$ cat config.mk
export PLATFORM = sky130hd
export DESIGN_NAME = oma_arbiter
export DESIGN_NICKNAME = d
export VERILOG_FILES = /design/src/core/oma_pkg.sv /design/src/core/oma_arbiter.sv
export VERILOG_INCLUDE_DIRS = /design/src /design/src/core
export SDC_FILE = /design/constraint.sdc
export NUM_CORES = 1
export LEC_CHECK = 0
export ABC_AREA = 1
export BUFFER_PORTS_ARGS = -buffer_cell sky130_fd_sc_hd__buf_2
export CAP_MARGIN = 40
export CORE_UTILIZATION = 25
export CTS_CLUSTER_SIZE = 16
export DETAILED_ROUTE_END_ITERATION = 10
export PLACE_DENSITY_LB_ADDON = 0.2
export SLEW_MARGIN = 20
export SYNTH_ARGS = -nofsm -noshare
export SYNTH_HDL_FRONTEND = slang
export SYNTH_SLANG_ARGS = --single-unit
$ cat constraint.sdc
create_clock -name ref_clk -period 2.4 [get_ports ref_clk]
set_input_delay 0.36 -clock ref_clk [delete_from_list [all_inputs] [get_ports ref_clk]]
set_output_delay 0.36 -clock ref_clk [all_outputs]
set_load 0.02 [all_outputs]
$ cat src/core/oma_cfg.svh
// Purpose: timing and configuration constants for the occupancy mode arbiter
// Assumes: 25 MHz reference clock
// Notes: derived counts are computed from the times and the clock rate
`ifndef OMA_CFG_SVH
`define OMA_CFG_SVH

// clock rate and period
`define OMA_CLK_HZ 25000000
`define OMA_CLK_NS 40
// one second of clock cycles, used as the prescaler period
`define OMA_SEC_CYC (`OMA_CLK_HZ)
// communication loss timeout
`define OMA_COMM_LOSS_MIN 15
`define OMA_COMM_LOSS_S (`OMA_COMM_LOSS_MIN * 60)
// timed override duration
`define OMA_BYPASS_MIN 120
`define OMA_BYPASS_S (`OMA_BYPASS_MIN * 60)
// capacity figures in percent
`define OMA_PCT_FULL 7'h64
`define OMA_PCT_OFF 7'h00
// widths of counters
`define OMA_PRESC_W 25
`define OMA_SEC_W 13

`endif

$ cat src/core/oma_pkg.sv
// Purpose: types shared by the occupancy mode arbiter
// Assumes: constants come from oma_cfg.svh
// Notes: temperatures are unsigned fixed point, unit chosen by the system
package oma_pkg;

  // occupancy codes used by network inputs and the effective mode
  typedef enum logic [1:0] {
    OMA_OCC,
    OMA_UNOCC,
    OMA_BYPASS,
    OMA_STBY
  } oma_occ_t;

  // one communicated occupancy value with its validity
  typedef struct packed {
    logic valid;
    oma_occ_t val;
  } oma_occ_req_t;

  // communicated heating and cooling setpoints
  typedef struct packed {
    logic valid;
    logic [15:0] heat;
    logic [15:0] cool;
  } oma_sp_req_t;

  // unit configuration held outside this block
  typedef struct packed {
    logic [15:0] unocc_heat;
    logic [15:0] unocc_cool;
    logic [15:0] stby_heat;
    logic [15:0] stby_cool;
    logic [15:0] occ_heat;
    logic [15:0] occ_cool;
    logic [15:0] supp_delta;
    logic [6:0] econ_min;
    logic [6:0] econ_stby_min;
    logic bi_present;
    logic bi_norm_open;
    logic econ_enable;
    logic econ_possible;
    logic hydro_possible;
  } oma_cfg_t;

  // capacity commands to the end devices
  typedef struct packed {
    logic [6:0] econ_pct;
    logic [6:0] mech_cool_pct;
    logic supp_cool_on;
    logic hydro_heat_on;
    logic elec_heat_on;
  } oma_cap_t;

  // whole state of the arbiter
  typedef struct packed {
    logic bi_s1;
    logic bi_s2;
    logic on_s1;
    logic on_s2;
    logic on_s3;
    logic cancel_s1;
    logic cancel_s2;
    logic cancel_s3;
    logic [24:0] presc;
    logic [12:0] bypass_s;
    logic [12:0] comm_s;
    logic comm_lost;
    oma_occ_t mode;
    logic [15:0] heat_sp;
    logic [15:0] cool_sp;
    oma_cap_t cap;
  } oma_state_t;

endpackage

$ cat src/core/oma_arbiter.sv
// Purpose: decide effective occupancy mode, setpoints and unoccupied capacity
// Assumes: network inputs arrive on ref_clk; buttons and binary input are pins
// Notes: occupied-mode cascade control lives outside; here only minimum positions
`include "oma_cfg.svh"
`timescale 1ns/10ps

module oma_arbiter #(
  parameter int unsigned SEC_CYC = `OMA_SEC_CYC,
  parameter int unsigned BYPASS_S = `OMA_BYPASS_S,
  parameter int unsigned COMM_LOSS_S = `OMA_COMM_LOSS_S
) (
  input wire logic ref_clk, // 25 MHz system clock
  input wire logic rst_n, // asynchronous reset
  input oma_pkg::oma_occ_req_t manual_occupancy_command_in, // manual command
  input oma_pkg::oma_occ_req_t scheduled_occupancy_in, // schedule
  input oma_pkg::oma_occ_req_t sensed_occupancy_in, // sensor
  input oma_pkg::oma_sp_req_t net_sp_in, // occupied setpoints from network
  input wire logic net_rx, // pulse on any received update
  input oma_pkg::oma_cfg_t cfg, // unit configuration
  input wire logic occ_bi_pin, // occupancy contact, high when closed
  input wire logic override_on_pin, // timed override on, high pressed
  input wire logic override_cancel_pin, // timed override cancel
  input wire logic cool_mode, // high in cooling, low in heating
  input wire logic [15:0] space_temp, // measured space temperature
  output oma_pkg::oma_occ_t eff_mode, // effective occupancy mode
  output logic [15:0] heat_sp, // active heating setpoint
  output logic [15:0] cool_sp, // active cooling setpoint
  output oma_pkg::oma_cap_t cap, // capacity commands
  output logic comm_lost, // network silent too long
  output logic bypass_timing // override timer running
);

  oma_pkg::oma_state_t s_q;
  oma_pkg::oma_state_t s_d;

  logic sec_tick;
  logic on_press;
  logic cancel_press;
  logic local_occ;
  logic sensor_occ;
  logic man_ok;
  logic sch_ok;
  oma_pkg::oma_occ_t base_mode;
  oma_pkg::oma_occ_t next_mode;
  logic too_warm;
  logic too_cold;
  logic far_warm;
  logic econ_primary;
  logic [12:0] bypass_nxt;

  // button edges come from the synchronised copies only
  assign on_press = s_q.on_s2 & ~s_q.on_s3;
  assign cancel_press = s_q.cancel_s2 & ~s_q.cancel_s3;
  assign sec_tick = (s_q.presc == 25'(SEC_CYC - 1));

  // contact sense depends on how the input is configured
  assign local_occ = cfg.bi_norm_open ? ~s_q.bi_s2 : s_q.bi_s2;

  // network occupancy inputs count only while the link is alive; net_sp_in is used regardless
  assign man_ok = manual_occupancy_command_in.valid & ~s_q.comm_lost;
  assign sch_ok = scheduled_occupancy_in.valid & ~s_q.comm_lost;

  // sensor source: network value first, then hardwired, else occupied
  always_comb begin
    if (sensed_occupancy_in.valid && !s_q.comm_lost) begin
      sensor_occ = (sensed_occupancy_in.val != oma_pkg::OMA_UNOCC);
    end else if (cfg.bi_present) begin
      sensor_occ = local_occ;
    end else begin
      sensor_occ = 1'b1;
    end
  end

  // arbitration of manual command, schedule and sensor
  always_comb begin
    base_mode = oma_pkg::OMA_OCC;
    if (man_ok) begin
      unique case (manual_occupancy_command_in.val)
        oma_pkg::OMA_OCC: base_mode = oma_pkg::OMA_OCC;
        oma_pkg::OMA_UNOCC: base_mode = oma_pkg::OMA_UNOCC;
        oma_pkg::OMA_STBY: base_mode = oma_pkg::OMA_STBY;
        oma_pkg::OMA_BYPASS: begin
          if (sch_ok) begin
            // a scheduled occupied period is already an occupied-type request
            if (scheduled_occupancy_in.val == oma_pkg::OMA_OCC) begin
              base_mode = oma_pkg::OMA_OCC;
            end else begin
              base_mode = oma_pkg::OMA_BYPASS;
            end
          end else begin
            base_mode = sensor_occ ? oma_pkg::OMA_OCC : oma_pkg::OMA_BYPASS;
          end
        end
      endcase
    end else if (sch_ok) begin
      unique case (scheduled_occupancy_in.val)
        oma_pkg::OMA_OCC: begin
          base_mode = sensor_occ ? oma_pkg::OMA_OCC : oma_pkg::OMA_STBY;
        end
        oma_pkg::OMA_UNOCC: base_mode = oma_pkg::OMA_UNOCC;
        oma_pkg::OMA_STBY: base_mode = oma_pkg::OMA_STBY;
        oma_pkg::OMA_BYPASS: base_mode = oma_pkg::OMA_BYPASS;
      endcase
    end else begin
      // stand-alone: the sensor can only pick occupied or unoccupied
      base_mode = sensor_occ ? oma_pkg::OMA_OCC : oma_pkg::OMA_UNOCC;
    end
  end

  // override timer: a press always reloads, even over a cancel
  // kept apart from the state copy so the mode logic reads no loop through s_d
  always_comb begin
    bypass_nxt = s_q.bypass_s;
    if (on_press) begin
      bypass_nxt = 13'(BYPASS_S);
    end else if (cancel_press) begin
      bypass_nxt = '0;
    end else if (sec_tick && s_q.bypass_s != 13'h0000) begin
      bypass_nxt = s_q.bypass_s - 13'h0001;
    end
  end

  // a running override lifts unoccupied into bypass
  always_comb begin
    next_mode = base_mode;
    if (base_mode == oma_pkg::OMA_UNOCC && bypass_nxt != 13'h0000) begin
      next_mode = oma_pkg::OMA_BYPASS;
    end
  end

  // unoccupied comparisons against the stored setpoints
  assign too_warm = space_temp > cfg.unocc_cool;
  assign too_cold = space_temp < cfg.unocc_heat;
  assign far_warm = {1'b0, space_temp} > ({1'b0, cfg.unocc_cool} + {1'b0, cfg.supp_delta});
  assign econ_primary = cfg.econ_enable & cfg.econ_possible;

  // next state: synchronisers, timers, mode and outputs
  always_comb begin
    s_d = s_q;
    s_d.bi_s1 = occ_bi_pin;
    s_d.bi_s2 = s_q.bi_s1;
    s_d.on_s1 = override_on_pin;
    s_d.on_s2 = s_q.on_s1;
    s_d.on_s3 = s_q.on_s2;
    s_d.cancel_s1 = override_cancel_pin;
    s_d.cancel_s2 = s_q.cancel_s1;
    s_d.cancel_s3 = s_q.cancel_s2;

    // one-second prescaler keeps the long timers narrow
    if (sec_tick) begin
      s_d.presc = '0;
    end else begin
      s_d.presc = s_q.presc + 25'h0000001;
    end

    // link watchdog: any update restarts it
    if (net_rx) begin
      s_d.comm_s = '0;
      s_d.comm_lost = 1'b0;
    end else if (sec_tick && !s_q.comm_lost) begin
      if (s_q.comm_s == 13'(COMM_LOSS_S - 1)) begin
        s_d.comm_lost = 1'b1;
      end else begin
        s_d.comm_s = s_q.comm_s + 13'h0001;
      end
    end

    s_d.bypass_s = bypass_nxt;

    s_d.mode = next_mode;

    // setpoints follow the mode that is taking effect
    unique case (next_mode)
      oma_pkg::OMA_UNOCC: begin
        s_d.heat_sp = cfg.unocc_heat;
        s_d.cool_sp = cfg.unocc_cool;
      end
      oma_pkg::OMA_STBY: begin
        s_d.heat_sp = cfg.stby_heat;
        s_d.cool_sp = cfg.stby_cool;
      end
      default: begin
        s_d.heat_sp = net_sp_in.valid ? net_sp_in.heat : cfg.occ_heat;
        s_d.cool_sp = net_sp_in.valid ? net_sp_in.cool : cfg.occ_cool;
      end
    endcase

    // capacity: on/off control only while unoccupied
    s_d.cap = '0;
    unique case (next_mode)
      oma_pkg::OMA_UNOCC: begin
        if (cool_mode && too_warm) begin
          if (econ_primary) begin
            s_d.cap.econ_pct = `OMA_PCT_FULL;
            s_d.cap.supp_cool_on = far_warm;
          end else begin
            s_d.cap.mech_cool_pct = `OMA_PCT_FULL;
            s_d.cap.supp_cool_on = far_warm;
          end
        end else if (!cool_mode && too_cold) begin
          s_d.cap.hydro_heat_on = cfg.hydro_possible;
          s_d.cap.elec_heat_on = ~cfg.hydro_possible;
        end else begin
          s_d.cap = '0;
        end
      end
      oma_pkg::OMA_STBY: begin
        // reduced ventilation while the room is vacant
        s_d.cap.econ_pct = cfg.econ_stby_min;
      end
      default: begin
        s_d.cap.econ_pct = cfg.econ_min;
      end
    endcase
  end

  // single state register; reset only loads constants
  always_ff @(posedge ref_clk or negedge rst_n) begin
    if (!rst_n) begin
      s_q <= '0;
    end else begin
      s_q <= s_d;
    end
  end

  // every output but bypass_timing, a decode of bypass_s, is a field of the state register
  assign eff_mode = s_q.mode;
  assign heat_sp = s_q.heat_sp;
  assign cool_sp = s_q.cool_sp;
  assign cap = s_q.cap;
  assign comm_lost = s_q.comm_lost;
  assign bypass_timing = (s_q.bypass_s != 13'h0000);

endmodule

==> results by group <==
GRT
  – Remaining global-route overflow: 0
  – Vias in the first global route: between 8000 and 9000
  – Global-route wire length before repair: 46800 um
  – Total track usage: 18.2%
  – Pin count of the biggest net entering global routing: 55
  – Initial antenna violation count: 9

Setup path
  – Worst R2R Setup Slack: -110 ps
  – Worst setup EP type: flip-flop
  – Worst path top cell family by delay: simple AND/OR/NAND/NOR gates
  – WS Path Type: input port to flip-flop
  – CP Cell Sequence: buf_8 -> ha_4 -> fa_2 -> nand3_2 -> nand2_2 -> nand2_1 -> o211ai_1 -> a21oi_2 -> o21ai_2 -> a31oi_1 -> xor2_1 -> ha_1 -> nand2_1 -> inv_1 -> nand4_1 -> nor2_2 -> nand3b_1 -> nand3_1 -> nand3_1 -> nor2_1
  – CP max FO: 3
  – Worst R2R End: heat_sp[15]$_DFF_PN0_
  – CP startpoint kind: input port
  – Reg-to-reg startpoint: s_q[78]$_DFF_PN0_
  – Worst path max stage delay: roughly 340 ps
  – Worst Path Arrival: around 3000 ps
  – Reg2Reg Depth: 15
  – CP required: 2700 ps
  – Number of buffers and inverters on the critical path: 2
  – CP max-delay cell: fa_2

Clocking
  – H-tree depth: 3
  – Max clock buf depth: 2
  – Sinks on Clock Net: 105
  – Clk Latency, worst-skew pair: 360 ps
  – CTS tree: done
  – CTS clk-pin slew, worst paths: 80 ps
  – CTS root buf: clkbuf_16
  – CTS Buf Count: 9

Floorplanning
  – Die Width: around 180 um
  – I/O pins: approximately 250
  – Die Y-Extent: 183 um
  – CORE AREA: 0.0319 sq mm
  – Starting Density: roughly a quarter
  – Die area: between 0.03 and 0.04 sq mm
  – Num rows: 65

Placement
  – Final GP Congestion: approximately 0.86
  – Dpl cell area: between 0.01 and 0.015 sq mm
  – Inst Count DP: 1851
  – Port Buffers: 244
  – Post-DP HPWL: 23500 um

Power
  – Tot Pwr: 0.00529 W
  – VDD IR-drop max: around 0.00030 V
  – Lkg Pwr: roughly 6.3 nW
  – Power Density: 431 mW/mm^2

Synth
  – Synth cell count leaders: 217 x nand2_1, 124 x nand3_1, 123 x inv_1
  – Share of the synthesized area in the top cell type: about a third
  – Yosys top cell by area: dfrtp_1
  – Register bit total from synthesis: 105
  – Syn_area_per_cell: 7.49 sq um
  – Register area share after synthesis: 32.1%
  – Most common cell in the synthesized netlist: nand2_1
  – YS warnings: 0
  – Cell Area, Synth: 0.00818 sq mm
  – Async S/R FF share, synth: 100%
  – Top FF cell, synth: dfrtp_1
  – Post-Syn Instances: 1091
  – EDFF count, synth: 0
  – Cell variety after synth: 45
  – Top post-synthesis cells by area: dfrtp_1 32%, ha_1 10%, nand2_1 10%, nand3_1 7.6%, inv_1 5.6%

Layout
  – Syn-to-layout area delta: 50.2%
  – Finished Cell Area: 0.0123 sq mm
  – Final nets: 1723
  – Non-filler cells, final: 1901
  – Utilization after layout: 38.5%
  – Share of layout cells above drive strength 1: 43.2%

Timing
  – Fin Clk Skew: 14.4 ps
  – Final Max Tran Viols: 0
  – RSZ-0062 raised after global routing: true
  – Highest clock rate: 378 MHz
  – Worst hold slack: 105 ps
  – Final worst path period share: 110%
  – Worst Slack Setup Final: -246 ps
  – Hold Violations, Final: 0
  – Final setup violation count: 37
  – Fin crit period: between 2000 and 3000 ps

Detailed routing
  – Wire per inst: 16.0 um
  – Vias per cell: 4.55
  – DRC viols: 0
  – Drt initial violations: 386
  – Routed Antenna Nets: 0
  – Drt pass-1 iters: 5
  – Routed wire length: about 30000 um
  – Routed vias: 8642

Flow run
  – Max-Cap Viols: 0

Hold path
  – Hold Path Class: input port to flip-flop
  – Min-Delay Endpoint: s_d[109]$_DFF_PN0_
  – WHS Path Cells: 1
  – Hold Crit Start: occ_bi_pin

Outcome
  – Status: finished, violations left
  – Violated checks: negative setup slack
[cell type report]
class	count	area, sq um
multi-input combinational	781	5350
clock buffer	9	225
timing repair buffer	433	2980
fill	3351	19600
sequential	105	2630
inverter	130	488
clock inverter	7	66.3
antenna	1	2.50
tap	435	544
[timing repair]
item,in CTS,in global routing
buffers inserted,22,7
cloned,5,3
endpoints found under the hold margin,27,0
resized for setup,87,93
endpoints found under the setup margin,45,51
pin swaps,29,35
hold buffers,1,0
[routing by layer]
layer  track usage, %  share of wire, %  vias up  wire (um)
li1                 -                 -     4351          -
met1             23.5                44     4059      13400
met2             31.6                49      182      15000
met3             3.59               4.8       36       1450
met4             3.63               1.3       14        405
met5                0              0.29        -         87
[kinds of logic (layout without fill, tap and decap cells)]
kind of cell | Yosys count | count (layout) | synth area share [%]
xor gates and xnor gates | 29 | 29 | 3.11
AOI/OAI and AO/OA | 108 | 108 | 7.42
and+or+nand+nor | 540 | 541 | 30.3
other | 1 | 5 | 0.0459
DFF | 105 | 105 | 32.1
muxes | 32 | 32 | 4.41
adders and majority gates | 67 | 67 | 10.3
buffers and inverters | 209 | 579 | 12.2
[metrics by stage]
stage	TNS, ps	setup slack, ps
2_1_floorplan	-399	-399
3_3_place_gp	-10420	-682
3_5_place_dp	-9100	-726
4_1_cts	-2820	-153
5_1_grt	-10010	-443
6_report	-1790	-246
[power by group]
| part | leakage (nW) | switching (W) | internal [W] | total, W |
|---|---|---|---|---|
| Sequential | 1.34 | 0.0000398 | 0.00187 | 0.00191 |
| Combinational | 4.87 | 0.00102 | 0.000848 | 0.00187 |
| Clock | 0.141 | 0.000779 | 0.000728 | 0.00151 |
[worst max path at each step]
stage                       end  startpoint  depth (start not counted)  slack [ps]
2_1_floorplan  cap[2]$_DFF_PN0_     cfg[19]                         19        -400
3_3_place_gp   cap[2]$_DFF_PN0_     cfg[99]                         20        -680
3_5_place_dp   cap[2]$_DFF_PN0_     cfg[21]                         20        -730
4_1_cts        cap[2]$_DFF_PN0_     cfg[99]                         20        -150
5_1_grt        cap[2]$_DFF_PN0_     cfg[99]                         20        -440
6_report       cap[2]$_DFF_PN0_     cfg[99]                         20        -250
[placed cells by master (no fill, tap or decap), types with 3 or more instances in the layout]
cell type and instances:
clkbuf_16 12, buf_8 3, dfrtp_1 105, nand2_4 3
o211ai_1 4, inv_2 8, nor4_1 6, a21oi_1 51
nor2_2 11, nand2_1 199, buf_2 241, xnor2_1 10
nand3_2 63, ha_1 60, buf_4 157, nor2_1 79
nand3_4 20, nand3b_1 8, buf_12 13, xor2_1 19
o21ai_1 6, buf_6 13, mux2_2 32, nor3_1 20
nand3_1 46, nand4_1 49, conb_1 4, ha_4 4
a21oi_2 4, nor2_4 12, nand2_2 17, o21ai_0 20
o31ai_1 6, inv_1 121
[registers in the layout, summed over array words and instances (netlist names)]
signal     count
cap           11
comm_lost      1
cool_sp       16
eff_mode       2
heat_sp       16
s_d            5
s_q           54
No activity file was read; power rests on OpenSTA's default activity.
